## src/verilog/sebc_regs.vh

```
// Constants for the serial EEPROM bus client front end
// Notes on behaviour
// - Data changes only while clock low
// - Transfers begin only from idle bus
// - Data fall with clock high: Start
// - Data rise with clock high: Stop
// - One clock pulse per data bit
// - Write keeps only last sixteen bytes
// - Overflow replaces oldest byte first
// - Receiver acknowledges every received byte; control bytes with a wrong code or sent during a write cycle are refused
// - Acknowledge held low through high phase
// - Release data after host withholds acknowledge
// - Protect low: whole array writable
// - Protect high: writes blocked, reads normal
// - Unused select pins have no effect
// - Host owns clock; device only client
// - Host picks transmitter and receiver roles
// - Internal write cycle ends within bound
// - Output change delayed after clock fall
// - Control byte type code must match
// - Last control bit: one read, zero write
// - Stop after write data starts cycle
// - No acknowledge during write cycle
`ifndef SEBC_REGS_VH
`define SEBC_REGS_VH
`define SEBC_CTRL_CODE      4'hA
`define SEBC_CLK_NS         40
`define SEBC_TWC_MS         5
`define SEBC_TWC_CYC        ((`SEBC_TWC_MS * 1000000) / `SEBC_CLK_NS)
`define SEBC_HOLD_NS        300
`define SEBC_HOLD_CYC       ((`SEBC_HOLD_NS + `SEBC_CLK_NS - 1) / `SEBC_CLK_NS)
`define SEBC_PAGE_BYTES     16
`define SEBC_BIT_ACK        4'h8
`endif

```

## src/verilog/sebc_client.v

```verilog
// Two-wire serial EEPROM client front end: framing, acknowledge, write cycle
`timescale 1ns/1ps
`include "sebc_regs.vh"
module sebc_client #(
  parameter TWC_CYC  = `SEBC_TWC_CYC,   // Internal write cycle length in clocks
  parameter HOLD_CYC = `SEBC_HOLD_CYC   // Output hold after clock fall
) (
  input  wire       CLK_I,              // System clock, 25 MHz
  input  wire       RST_N_I,            // Asynchronous reset, active low
  input  wire       CE_I,               // Clock enable, freezes all state
  input  wire       SCL_I,              // Serial clock pin
  input  wire       SDA_I,              // Serial data pin level
  output wire       SDA_O,              // Serial data drive value (always 0)
  output wire       SDA_OE_O,           // Serial data pull-low enable
  input  wire       WP_I,               // Write-protect pin
  input  wire       UNUSED_SELECT_PIN_0_I, // Unused select input
  input  wire       UNUSED_SELECT_PIN_1_I, // Unused select input
  input  wire       UNUSED_SELECT_PIN_2_I, // Unused select input
  output wire       START_O,            // Start seen, one-cycle pulse
  output wire       STOP_O,             // Stop seen, one-cycle pulse
  output wire       RX_VALID_O,         // Received byte available
  input  wire       RX_READY_I,         // Consumer takes received byte
  output wire [7:0] RX_DATA_O,          // Received byte
  output wire       RX_FIRST_O,         // Byte is the control byte
  input  wire       TX_VALID_I,         // Read data offered by core
  output wire       TX_READY_O,         // Read data slot free
  input  wire [7:0] TX_DATA_I,          // Read data from core
  output reg        RD_MODE_O,          // Current transfer is a read
  output reg        ADDR_OK_O,          // Control byte matched and acknowledged
  output reg  [2:0] BLOCK_SEL_O,        // Block select bits of control byte
  output reg        HOST_NAK_O,         // Host withheld acknowledge, pulse
  output reg        WR_CYCLE_O,         // Internal write cycle running
  output reg  [4:0] WR_COUNT_O          // Address byte plus page write bytes counted, max 17
);

  // State encodings, one-hot
  localparam ST_IDLE = 4'h1;            // Bus idle, waiting for Start
  localparam ST_RX   = 4'h2;            // Receiving bits
  localparam ST_TX   = 4'h4;            // Sending read data
  localparam ST_WAIT = 4'h8;            // Not addressed, ignore until Start
  // Refused control bytes and finished reads also park in wait

  // Pin synchronisers, two flops each
  // Preset high so the idle bus gives no false edge after reset
  // Edge detectors read only the second flop
  reg  [1:0] scl_s_r;                   // Clock synchroniser
  reg  [1:0] sda_s_r;                   // Data synchroniser
  reg        scl_d_r;                   // Previous synchronised clock
  reg        sda_d_r;                   // Previous synchronised data
  reg        wp_s0_r;                   // Write-protect first flop
  reg        wp_s1_r;                   // Write-protect second flop

  always @(posedge CLK_I or negedge RST_N_I) begin
    if (!RST_N_I) begin
      scl_s_r <= 2'h3;
      sda_s_r <= 2'h3;
      scl_d_r <= 1'b1;
      sda_d_r <= 1'b1;
      wp_s0_r <= 1'b1;
      wp_s1_r <= 1'b1;
    end else if (CE_I) begin
      scl_s_r <= {scl_s_r[0], SCL_I};
      sda_s_r <= {sda_s_r[0], SDA_I};
      scl_d_r <= scl_s_r[1];
      sda_d_r <= sda_s_r[1];
      wp_s0_r <= WP_I;
      wp_s1_r <= wp_s0_r;
    end
  end

  wire scl   = scl_s_r[1];              // Clean clock level
  wire sda   = sda_s_r[1];              // Clean data level
  // Edge flags last one enabled cycle
  wire scl_r = scl & ~scl_d_r;          // Clock rising edge
  wire scl_f = ~scl & scl_d_r;          // Clock falling edge
  // Data edges while clock high stand for Start and Stop
  wire start_ev = scl & scl_d_r & sda_d_r & ~sda;
  wire stop_ev  = scl & scl_d_r & ~sda_d_r & sda;
  // Select pins only feed an unused wire and affect nothing
  wire unused_sel = UNUSED_SELECT_PIN_0_I ^ UNUSED_SELECT_PIN_1_I ^
                    UNUSED_SELECT_PIN_2_I;

  // Framing registers
  reg  [3:0] state_r;                   // Framing state
  reg  [3:0] bit_cnt_r;                 // Clock pulse within byte
  reg  [7:0] shift_r;                   // Receive shift register
  reg  [7:0] tx_sh_r;                   // Transmit shift register
  reg        first_r;                   // Next byte is control byte
  reg        ack_req_r;                 // Drive acknowledge in ninth slot
  reg        drv_nxt;                   // Wanted pull-low level
  reg        drv_r;                     // Applied pull-low level
  reg  [3:0] hold_r;                    // Delay after clock fall
  reg        wr_data_r;                 // Last write data byte since Start came with write-protect low
  reg [31:0] twc_r;                     // Write cycle timer
  reg        st_p_r;                    // Start pulse
  reg        sp_p_r;                    // Stop pulse

  // Two-entry receive buffer
  reg  [7:0] rb_dat_r [0:1];            // Buffered bytes
  reg        rb_fst_r [0:1];            // Control byte marks
  reg        rb_wp_r;                   // Write pointer
  reg        rb_rp_r;                   // Read pointer
  reg  [1:0] rb_cnt_r;                  // Occupancy
  wire       rb_full  = rb_cnt_r[1];
  wire       rb_empty = (rb_cnt_r == 2'h0);
  wire       rb_pop   = ~rb_empty & RX_READY_I;
  reg        rb_push;                   // Byte completes this cycle
  reg        tx_have_r;                 // Holding a byte for read

  assign RX_VALID_O = ~rb_empty;
  assign RX_DATA_O  = rb_dat_r[rb_rp_r];
  assign RX_FIRST_O = rb_fst_r[rb_rp_r];
  assign TX_READY_O = ~tx_have_r;
  assign START_O    = st_p_r;
  assign STOP_O     = sp_p_r;
  assign SDA_O      = 1'b0;             // Open drain only pulls low
  assign SDA_OE_O   = drv_r;

  // Control byte decode
  function ctrl_match;
    input [7:0] b;
    begin
      ctrl_match = (b[7:4] == `SEBC_CTRL_CODE);
    end
  endfunction

  // Completed byte with current sample
  wire [7:0] rx_byte = {shift_r[6:0], sda};

  // Byte framing and acknowledge control
  // Pulse count runs 1..8 for data, 9 during a receive acknowledge slot
  // A fall at count 9 closes a receive slot and rearms the counter; on read the ninth rise rearms it
  // The first fall after Start sees count 0 and does nothing
  // Control byte decides ack, read or write, and block bits
  // Data bytes always acknowledged; overflow of the buffer drops
  // Start and Stop win over any bit activity in the same cycle
  // Read bytes are loaded from TX_DATA_I only at slot close
  always @(posedge CLK_I or negedge RST_N_I) begin
    if (!RST_N_I) begin
      state_r     <= ST_IDLE;
      bit_cnt_r   <= 4'h0;
      shift_r     <= 8'h00;
      tx_sh_r     <= 8'hFF;
      first_r     <= 1'b0;
      ack_req_r   <= 1'b0;
      drv_nxt     <= 1'b0;
      wr_data_r   <= 1'b0;
      RD_MODE_O   <= 1'b0;
      ADDR_OK_O   <= 1'b0;
      BLOCK_SEL_O <= 3'h0;
      HOST_NAK_O  <= 1'b0;
      WR_COUNT_O  <= 5'h00;
      st_p_r      <= 1'b0;
      sp_p_r      <= 1'b0;
      rb_push     <= 1'b0;
      tx_have_r   <= 1'b0;
    end else if (CE_I) begin
      st_p_r     <= start_ev;
      sp_p_r     <= stop_ev;
      HOST_NAK_O <= 1'b0;
      rb_push    <= 1'b0;
      // Take read data whenever slot free
      if (TX_VALID_I && !tx_have_r) begin
        tx_have_r <= 1'b1;
      end
      if (start_ev) begin
        // Start aborts any partial byte
        state_r   <= ST_RX;
        bit_cnt_r <= 4'h0;
        first_r   <= 1'b1;
        ack_req_r <= 1'b0;
        drv_nxt   <= 1'b0;
        ADDR_OK_O <= 1'b0;
        RD_MODE_O <= 1'b0;
        wr_data_r <= 1'b0;
        WR_COUNT_O <= 5'h00;
      end else if (stop_ev) begin
        // Stop returns to idle
        state_r   <= ST_IDLE;
        bit_cnt_r <= 4'h0;
        ack_req_r <= 1'b0;
        drv_nxt   <= 1'b0;
        ADDR_OK_O <= 1'b0;
      end else begin
        case (state_r)
          ST_IDLE: begin
            drv_nxt <= 1'b0;
          end
          ST_RX: begin
            if (scl_r && bit_cnt_r < `SEBC_BIT_ACK) begin
              shift_r <= rx_byte;
              if (bit_cnt_r == 4'h7) begin
                rb_push <= ~rb_full;
                if (first_r) begin
                  // Acknowledge only matching code, not during write cycle
                  ack_req_r   <= ctrl_match(rx_byte) & ~WR_CYCLE_O;
                  BLOCK_SEL_O <= rx_byte[3:1];
                  RD_MODE_O   <= rx_byte[0];
                end else begin
                  ack_req_r <= 1'b1;
                  if (!RD_MODE_O && WR_COUNT_O != 5'h00) begin
                    // Byte after address is write data; count caps at page
                    wr_data_r <= ~wp_s1_r;
                    if (WR_COUNT_O != `SEBC_PAGE_BYTES + 1) begin
                      WR_COUNT_O <= WR_COUNT_O + 5'h01;
                    end
                  end else if (!RD_MODE_O) begin
                    WR_COUNT_O <= 5'h01; // Address byte seen
                  end
                end
              end
            end
            // Pulses counted up to nine; the ninth holds until its fall
            if (scl_r) begin
              bit_cnt_r <= bit_cnt_r + 4'h1;
            end
            if (scl_f) begin
              if (bit_cnt_r == `SEBC_BIT_ACK) begin
                // Acknowledge slot opens at the fall after bit eight
                drv_nxt <= ack_req_r;
              end else if (bit_cnt_r == `SEBC_BIT_ACK + 4'h1) begin
                // Acknowledge slot closes, counter rearmed
                bit_cnt_r <= 4'h0;
                drv_nxt <= 1'b0;
                if (first_r) begin
                  first_r <= 1'b0;
                  ADDR_OK_O <= ack_req_r;
                  if (!ack_req_r) begin
                    state_r <= ST_WAIT;
                  end else if (RD_MODE_O) begin
                    state_r <= ST_TX;
                    tx_sh_r <= tx_have_r ? TX_DATA_I : 8'hFF;
                    tx_have_r <= 1'b0;
                    drv_nxt <= tx_have_r ? ~TX_DATA_I[7] : 1'b0;
                  end
                end
              end
            end
          end
          ST_TX: begin
            if (scl_r) begin
              bit_cnt_r <= (bit_cnt_r == `SEBC_BIT_ACK) ? 4'h0 : bit_cnt_r + 4'h1;
              // Ninth rise with the line high: host withheld acknowledge
              if (bit_cnt_r == `SEBC_BIT_ACK && sda) begin
                HOST_NAK_O <= 1'b1;
                state_r    <= ST_WAIT;
              end
            end
            if (scl_f) begin
              if (bit_cnt_r == 4'h8) begin
                drv_nxt <= 1'b0;        // Release for host acknowledge
              end else if (bit_cnt_r == 4'h0) begin
                tx_sh_r   <= tx_have_r ? TX_DATA_I : 8'hFF;
                tx_have_r <= 1'b0;
                drv_nxt   <= tx_have_r ? ~TX_DATA_I[7] : 1'b0;
              end else begin
                tx_sh_r <= {tx_sh_r[6:0], 1'b1};
                drv_nxt <= ~tx_sh_r[6];
              end
            end
          end
          ST_WAIT: begin
            drv_nxt <= 1'b0;
          end
          default: begin
            state_r <= ST_IDLE;
          end
        endcase
      end
    end
  end

  // Delayed application of output changes after clock fall
  // Synchronised fall is already two cycles late; hold adds more
  // Keeps our data edge clear of the host's clock fall
  // While the clock is high only Start or Stop changes it, by releasing the line
  always @(posedge CLK_I or negedge RST_N_I) begin
    if (!RST_N_I) begin
      drv_r  <= 1'b0;
      hold_r <= 4'h0;
    end else if (CE_I) begin
      if (scl_f) begin
        hold_r <= HOLD_CYC[3:0];
      end else if (hold_r != 4'h0) begin
        hold_r <= hold_r - 4'h1;
      end else if (!scl) begin
        drv_r <= drv_nxt;
      end else if (start_ev || stop_ev) begin
        drv_r <= 1'b0;
      end
    end
  end

  // Receive buffer, stalls keep stored words steady
  // Two slots; a byte arriving at a full buffer is dropped
  // Consumer sees data only while valid is high
  // Pointers wrap by toggling
  always @(posedge CLK_I or negedge RST_N_I) begin
    if (!RST_N_I) begin
      rb_wp_r     <= 1'b0;
      rb_rp_r     <= 1'b0;
      rb_cnt_r    <= 2'h0;
      rb_dat_r[0] <= 8'h00;
      rb_dat_r[1] <= 8'h00;
      rb_fst_r[0] <= 1'b0;
      rb_fst_r[1] <= 1'b0;
    end else if (CE_I) begin
      if (rb_push) begin
        rb_dat_r[rb_wp_r] <= shift_r;
        rb_fst_r[rb_wp_r] <= first_r;
        rb_wp_r <= ~rb_wp_r;
      end
      if (rb_pop) begin
        rb_rp_r <= ~rb_rp_r;
      end
      rb_cnt_r <= rb_cnt_r + {1'b0, rb_push} - {1'b0, rb_pop};
    end
  end

  // Internal write cycle timer
  // Armed by Stop only after acknowledged write data
  // Freezes with clock enable, so length counts enabled clocks
  // Control bytes are refused while it runs
  always @(posedge CLK_I or negedge RST_N_I) begin
    if (!RST_N_I) begin
      WR_CYCLE_O <= 1'b0;
      twc_r      <= 32'h0;
    end else if (CE_I) begin
      if (WR_CYCLE_O) begin
        if (twc_r == 32'h0) begin
          WR_CYCLE_O <= 1'b0;
        end else begin
          twc_r <= twc_r - 32'h1;
        end
      end else if (stop_ev && wr_data_r && ADDR_OK_O && state_r == ST_RX) begin
        // Address matched and write data held
        WR_CYCLE_O <= 1'b1;
        twc_r      <= TWC_CYC - 1;
      end
    end
  end

endmodule

```

## config.mk

```make
export PLATFORM = sky130hd
export DESIGN_NAME = sebc_client
export DESIGN_NICKNAME = d
export VERILOG_FILES = /design/src/verilog/sebc_client.v
export VERILOG_INCLUDE_DIRS = /design/src /design/src/verilog
export SDC_FILE = /design/constraint.sdc
export NUM_CORES = 1
export LEC_CHECK = 0
export ABC_CLOCK_PERIOD_IN_PS = 2400
export BUFFER_PORTS_ARGS = -buffer_cell sky130_fd_sc_hd__buf_2
export CORE_MARGIN = 10
export CORE_UTILIZATION = 55
export DETAILED_ROUTE_END_ITERATION = 8
export PLACE_DENSITY = 0.77
export SKIP_CTS_REPAIR_TIMING = 1
export SLEW_MARGIN = 25
export SYNTH_ARGS = -nofsm -noshare
export SYNTH_HDL_FRONTEND = slang
export SYNTH_SLANG_ARGS = --single-unit
```

## constraint.sdc

```tcl
create_clock -name CLK_I -period 2.4 [get_ports CLK_I]
set_input_delay 0.24 -clock CLK_I [delete_from_list [all_inputs] [get_ports CLK_I]]
set_output_delay 0.24 -clock CLK_I [all_outputs]
set_load 0.01 [all_outputs]
```

==> results.sh, run 1 <==
export IMPL_outcome="completed"
export IMPL_routedWlPerCell_um=17.4
export IMPL_die_height_um=125
export IMPL_antenna_found_initial=0
export IMPL_synth_top_cell_by_area="dfrtp_1"
export IMPL_num_rows=38
export IMPL_worstMarginPinSlew_ps=512
export IMPL_cts_max_level=3
export IMPL_synthMostInstantiatedCell="dfrtp_1"
export IMPL_drtPass1Iterations=5
export IMPL_num_vias=4964
export IMPL_cts_buffer_depth=2
export IMPL_final_area_sq_mm=0.00685
export IMPL_path_max_fanout=10
export IMPL_dieArea_sq_mm=0.0157
export IMPL_p_leak_uw=0.00307
export IMPL_synth_edf_count=0
export IMPL_hold_violations=0
export IMPL_viasPerCell=6.22
export IMPL_seq_area_sq_mm=0.00277
export IMPL_ys_seq_elements=110
export IMPL_clock_power_share_pct=20.0
export IMPL_first_global_vias=4809
export IMPL_cts_tree="done"
export IMPL_area_growth_pct=12.6
export IMPL_drv_cap=0
export IMPL_die_x_um=125
export IMPL_ir_drop_uv=590
export IMPL_synthArstFlopShare_pct=100
export IMPL_core_region_area_sq_mm=0.0108
export IMPL_switchingPower_uw=1910
export IMPL_drc=0
export IMPL_ys_flop_type="dfrtp_1"
export IMPL_synth_top_area_share_pct=38.7
export IMPL_cts_root_buffer="clkbuf_8"
export IMPL_grt_overflow=0
export IMPL_critPathRequiredTime_ps=2660
export IMPL_hold_ws_ps=96.9
export IMPL_p_comb_share_pct=30.0
export IMPL_track_usage_pct=17.2
export IMPL_synth_fp_nets=630
export IMPL_ys_types=82
export IMPL_clock_sinks=110
export IMPL_worstSetupEndpointType="register"
export IMPL_rsz0062_at_grt="no"
export IMPL_nFillCells=873
export IMPL_start_util_pct=56.1
export IMPL_path_class="reg2reg"
export IMPL_yosysSeqAreaShare_pct=45.6
export IMPL_synth_area_top_cells="dfrtp_1 (39%), mux2_2 (8.9%), dfstp_2 (6.9%)"
export IMPL_crit_path_start_kind="register"
export IMPL_ios=46
export IMPL_slew_headroom_pct=65.4
export IMPL_multi_input_area_sq_mm=0.00306
export IMPL_numCtsBuffers=9
export IMPL_routabilityCongestion=0.879
export IMPL_synth_common_cells="dfrtp_1 (94), o21ai_0 (50), mux2_2 (48), nand2_1 (40), clkbuf_1 (34)"
export IMPL_drt_initial_drc_count=510
export IMPL_clk_latency_ps=380
export IMPL_worstPathArrival_ps=2580
export IMPL_finalSetupViolCount=0
export IMPL_fin_crit_sh_pct=96.7
export IMPL_diodes=0
export IMPL_yosysWarnings=0
export IMPL_p_per_area_mw_per_mm2=767
export IMPL_final_antenna_net_count=0
export IMPL_seqPwrFrac_pct=50.0
export IMPL_io_buffers=41
export IMPL_dpl_cell_area_sq_mm=0.00660
export IMPL_grt_max_degree=61
export IMPL_wl_mm=13.9
export IMPL_post_synth_instance_area_sq_mm=0.00608
export IMPL_finClkSkew_ps=15.5
export IMPL_internal_power_uw=3340
export IMPL_hpwl_mm=9.83
export IMPL_switching_share_pct=36.4
export IMPL_drive_gt1_share_pct=28.7
export IMPL_finalCoreUtilization_pct=63.2
export IMPL_fin_cells=798
export IMPL_avgSynthCellArea_sq_um=10.1
export IMPL_clkTransAtPathRegs_ps=110
export IMPL_synthCells=600
export IMPL_fin_crit_ps=2320
export IMPL_slew_viol_final=0
export IMPL_grt_pass1_wl_mm=23.2
export IMPL_clock_fmax_mhz=431
export IMPL_worst_hold_path_type="in2reg"
export IMPL_final_net_count=684
export IMPL_dp_cells=782
-- cells by family (layout without fill, tap and decap cells) --
kind of cell	after synthesis	count (layout)	synth area share (%)
buf+inv	71	129	4.90
xor+xnor	8	8	1.15
simple gates	186	186	18.1
mux	49	49	9.06
compound gates	164	164	18.9
other cells	1	1	0.0617
fa+ha+maj	11	11	2.26
flops	110	110	45.6
-- registers in the layout (all words and copies together), names as in the netlist, 2 cells and up --
name,count
twc_r,32
rb_dat_r,16
shift_r,8
tx_sh_r,7
WR_COUNT_O,5
bit_cnt_r,4
hold_r,4
state_r,4
BLOCK_SEL_O,3
rb_cnt_r,2
rb_fst_r,2
scl_s_r,2
sda_s_r,2
-- worst max-delay path: stages, from the launching register on --
cell,delay (ps)
dfrtp_1,390
or4_4,530
or3_1,390
buf_6,160
o31ai_4,300
buf_4,210
nor2_1,50
o22a_1,190
-- worst paths after layout --
check                      cells after the start  slack, ps                       to                   start
max in group asynchronous                      3       1370      scl_d_r$_DFFE_PN1P_                 RST_N_I
min in group asynchronous                      2        320  rb_dat_r[7]$_DFFE_PN0P_                 RST_N_I
max                                            7         80    twc_r[12]$_DFFE_PN0P_   twc_r[14]$_DFFE_PN0P_
max reg2reg                                    7         80    twc_r[12]$_DFFE_PN0P_   twc_r[14]$_DFFE_PN0P_
min                                            2        100   scl_s_r[0]$_DFFE_PN1P_                   SCL_I
min reg2reg                                    2        490   tx_sh_r[1]$_DFFE_PN1P_  tx_sh_r[1]$_DFFE_PN1P_
-- metrics by stage --
stage                     power [uW]  setup WS (ps)  TNS (ps)
after floorplan                 3660           31.8         0
after global placement          4110           47.9         0
after detailed placement        4190          -32.3     -32.3
after CTS                       5250          -38.1     -38.1
after global routing            5590           5.00         0
final                           5250           78.7         0
-- area by class of cell --
class	count	area share, %
Timing Repair Buffer	83	7.91
Tap cell	140	2.56
Inverter	31	1.70
Sequential cell	110	40.5
Clock inverter	5	0.603
Multi-Input combinational cell	419	44.7
Clock buffer	10	2.01
-- cell usage in the layout, fill, tap and decap left out, types with 7 or more instances in the layout --
cell type	count
nand2b_1	7
a21oi_1	12
o31ai_1	20
dfrtp_1	94
mux2_2	48
clkbuf_8	10
ha_1	11
nand3_1	12
nor3_1	14
nand3b_1	9
nand2_1	40
buf_4	40
or3_1	17
inv_1	30
buf_2	40
o211ai_1	9
nor2_1	26
o21ai_0	50
dfstp_2	16
a31oi_1	16
-- metal layers --
layer	GRT usage [%]	vias up	wire length, um
li1	-	2338	-
met1	21.4	2463	6090
met2	29.3	151	6950
met3	4.52	12	711
met4	4.13	0	127
met5	0	-	0
-- power by group through the flow --
stage / clock [uW] / combinational, uW / sequential, uW
2_1_floorplan: 0 / 1160 / 2500
6_report: 1050 / 1580 / 2620
4_1_cts: 1080 / 1560 / 2610
3_5_place_dp: 0 / 1540 / 2640
5_1_grt: 1140 / 1770 / 2670
3_3_place_gp: 0 / 1490 / 2620
Power figures use the tool's default switching activity.
==> run 2: changes to the inputs <==
Settings changed: PLACE_DENSITY 0.77 to 0.84.
==> results.sh, run 2 (synthesis gave the netlist of run 1 again) <==
export IMPL_final_antenna_net_count=0
export IMPL_path_max_fanout=15
export IMPL_grt_pass1_wl_mm=23.7
export IMPL_clock_power_share_pct=21.1
export IMPL_cts_buffer_depth=2
export IMPL_hold_violations=0
export IMPL_crit_buf_inv=1
export IMPL_drive_gt1_share_pct=28.6
export IMPL_p_leak_uw=0.00309
export IMPL_die_height_um=125
export IMPL_drc=0
export IMPL_seq_area_sq_mm=0.00277
export IMPL_nFillCells=843
export IMPL_fin_ws_ps=54.7
export IMPL_wl_mm=13.9
export IMPL_clkTransAtPathRegs_ps=100
export IMPL_multi_input_area_sq_mm=0.00304
export IMPL_outcome="completed"
export IMPL_die_x_um=125
export IMPL_io_buffers=41
export IMPL_num_vias=5031
export IMPL_hp_start="SDA_I"
export IMPL_cpMaxStageDelayCell="or4_4"
export IMPL_layout_commonest_cell="dfrtp_1"
export IMPL_clock_fmax_mhz=426
export IMPL_dieArea_sq_mm=0.0157
export IMPL_drtPass1Iterations=5
export IMPL_p_per_area_mw_per_mm2=781
export IMPL_track_usage_pct=17.3
export IMPL_first_global_vias=5076
export IMPL_critPathRequiredTime_ps=2640
export IMPL_drt_initial_drc_count=456
export IMPL_slew_headroom_pct=66.5
export IMPL_start_util_pct=56.1
export IMPL_worstSetupEndpointType="register"
export IMPL_drv_cap=0
export IMPL_finalCoreUtilization_pct=63.3
export IMPL_path_class="reg2reg"
export IMPL_post_place_ws_ps=2.24
export IMPL_cts_root_buffer="clkbuf_8"
export IMPL_top_regs="twc_r (32), rb_dat_r (16), shift_r (8)"
export IMPL_routedWlPerCell_um=17.4
export IMPL_worstPathArrival_ps=2580
export IMPL_slew_viol_final=0
export IMPL_numCtsBuffers=9
export IMPL_reg2reg_depth=6
export IMPL_crit_path_start_kind="register"
export IMPL_ios=46
export IMPL_final_net_count=683
export IMPL_mostFrequentLayoutCells="dfrtp_1 (94), o21ai_0 (50), mux2_2 (48), nand2_1 (40), buf_2 (40)"
export IMPL_hold_depth=2
export IMPL_r2r_start="twc_r[14]$_DFFE_PN0P_"
export IMPL_ir_drop_uv=468
export IMPL_switching_share_pct=35.0
export IMPL_largest_reg_flops=32
export IMPL_p_comb_share_pct=30.0
export IMPL_clock_sinks=110
export IMPL_worstMarginPinSlew_ps=497
export IMPL_worstPathCellList="or4_4 -> or3_4 -> buf_12 -> or3_4 -> a31oi_1 -> a31oi_1"
export IMPL_cpLargestDelayFamily="simple AND/OR/NAND/NOR gates"
export IMPL_hold_ws_ps=101
export IMPL_internal_power_uw=3480
export IMPL_antenna_found_initial=0
export IMPL_seqPwrFrac_pct=48.9
export IMPL_routabilityCongestion=0.933
export IMPL_switchingPower_uw=1880
export IMPL_area_growth_pct=12.8
export IMPL_r2r_slack_ps=50
export IMPL_diodes=0
export IMPL_worst_path_stages=6
export IMPL_cpPeakStageDelay_ps=550
export IMPL_power_uw=5360
export IMPL_viasPerCell=6.30
export IMPL_clk_latency_ps=370
export IMPL_grt_overflow=0
export IMPL_hpwl_mm=9.88
export IMPL_regToRegEndpoint="twc_r[15]$_DFFE_PN0P_"
export IMPL_finClkSkew_ps=9.05
export IMPL_worst_hold_path_type="in2reg"
export IMPL_finalSetupViolCount=0
export IMPL_core_region_area_sq_mm=0.0108
export IMPL_top_register="twc_r"
export IMPL_fin_crit_ps=2350
export IMPL_grt_max_degree=52
export IMPL_hold_end="sda_s_r[0]$_DFFE_PN1P_"
export IMPL_fin_crit_sh_pct=97.7
export IMPL_num_rows=38
export IMPL_cts_max_level=3
export IMPL_cts_tree="done"
## run 2: changes by cell type in the layout (fill, tap and decap cells not counted), sizes merged
| cell | delta |
|---|---|
| buf | -1 |
| bufinv | +1 |
| clkbuf | +3 |
| clkinv | +1 |
| clkinvlp | -2 |
| inv | -2 |
## run 2: per-stage QoR
stage	std cells	area (sq um)	setup TNS (ps)
global route	798	6860	-31.5
floorplan	600	6080	0
finish	798	6860	0
CTS	795	6780	-56.8
detailed placement	779	6580	0
global placement	779	6580	0
## run 2: per-layer routing
layer | vias to the layer above | share of wire [%] | track usage, %
li1 | 2327 | - | -
met4 | 0 | 1.4 | 5.22
met3 | 26 | 5.3 | 3.51
met1 | 2503 | 44 | 22.0
met2 | 175 | 50 | 28.9
met5 | - | 0 | 0
## run 2: worst max-delay path by stage
stage | startpoint | slack [ps] | end
6_report | twc_r[14]$_DFFE_PN0P_ | 50 | twc_r[15]$_DFFE_PN0P_
5_1_grt | twc_r[14]$_DFFE_PN0P_ | -10 | twc_r[25]$_DFFE_PN0P_
4_1_cts | twc_r[14]$_DFFE_PN0P_ | -20 | twc_r[14]$_DFFE_PN0P_
3_5_place_dp | twc_r[14]$_DFFE_PN0P_ | 2 | twc_r[14]$_DFFE_PN0P_
3_3_place_gp | twc_r[14]$_DFFE_PN0P_ | 50 | WR_CYCLE_O$_DFFE_PN0P_
2_1_floorplan | twc_r[14]$_DFFE_PN0P_ | 30 | twc_r[31]$_DFFE_PN0P_
## run 2: worst reg2reg max path, stage by stage, from the launching register on
cell and delay (ps):
dfrtp_1 400, or4_4 550, or3_4 400, buf_12 160
or3_4 450, a31oi_1 200, a31oi_1 70
## run 2: cell type report
| type | count | share of cell area, % |
|---|---|---|
| clock inverter | 3 | 0.639 |
| timing repair buffer | 82 | 7.97 |
| multi-input combinational | 419 | 44.4 |
| tap | 140 | 2.55 |
| sequential | 110 | 40.4 |
| clock buffer | 13 | 2.32 |
| inverter | 31 | 1.70 |
## run 2: power groups by stage
stage / Combinational, uW / Sequential [uW] / Clock (uW)
after CTS: 1570 / 2610 / 1160
final: 1610 / 2620 / 1130
after floorplan: 1160 / 2500 / 0
after detailed placement: 1570 / 2640 / 0
after global routing: 1800 / 2680 / 1220
after global placement: 1490 / 2620 / 0
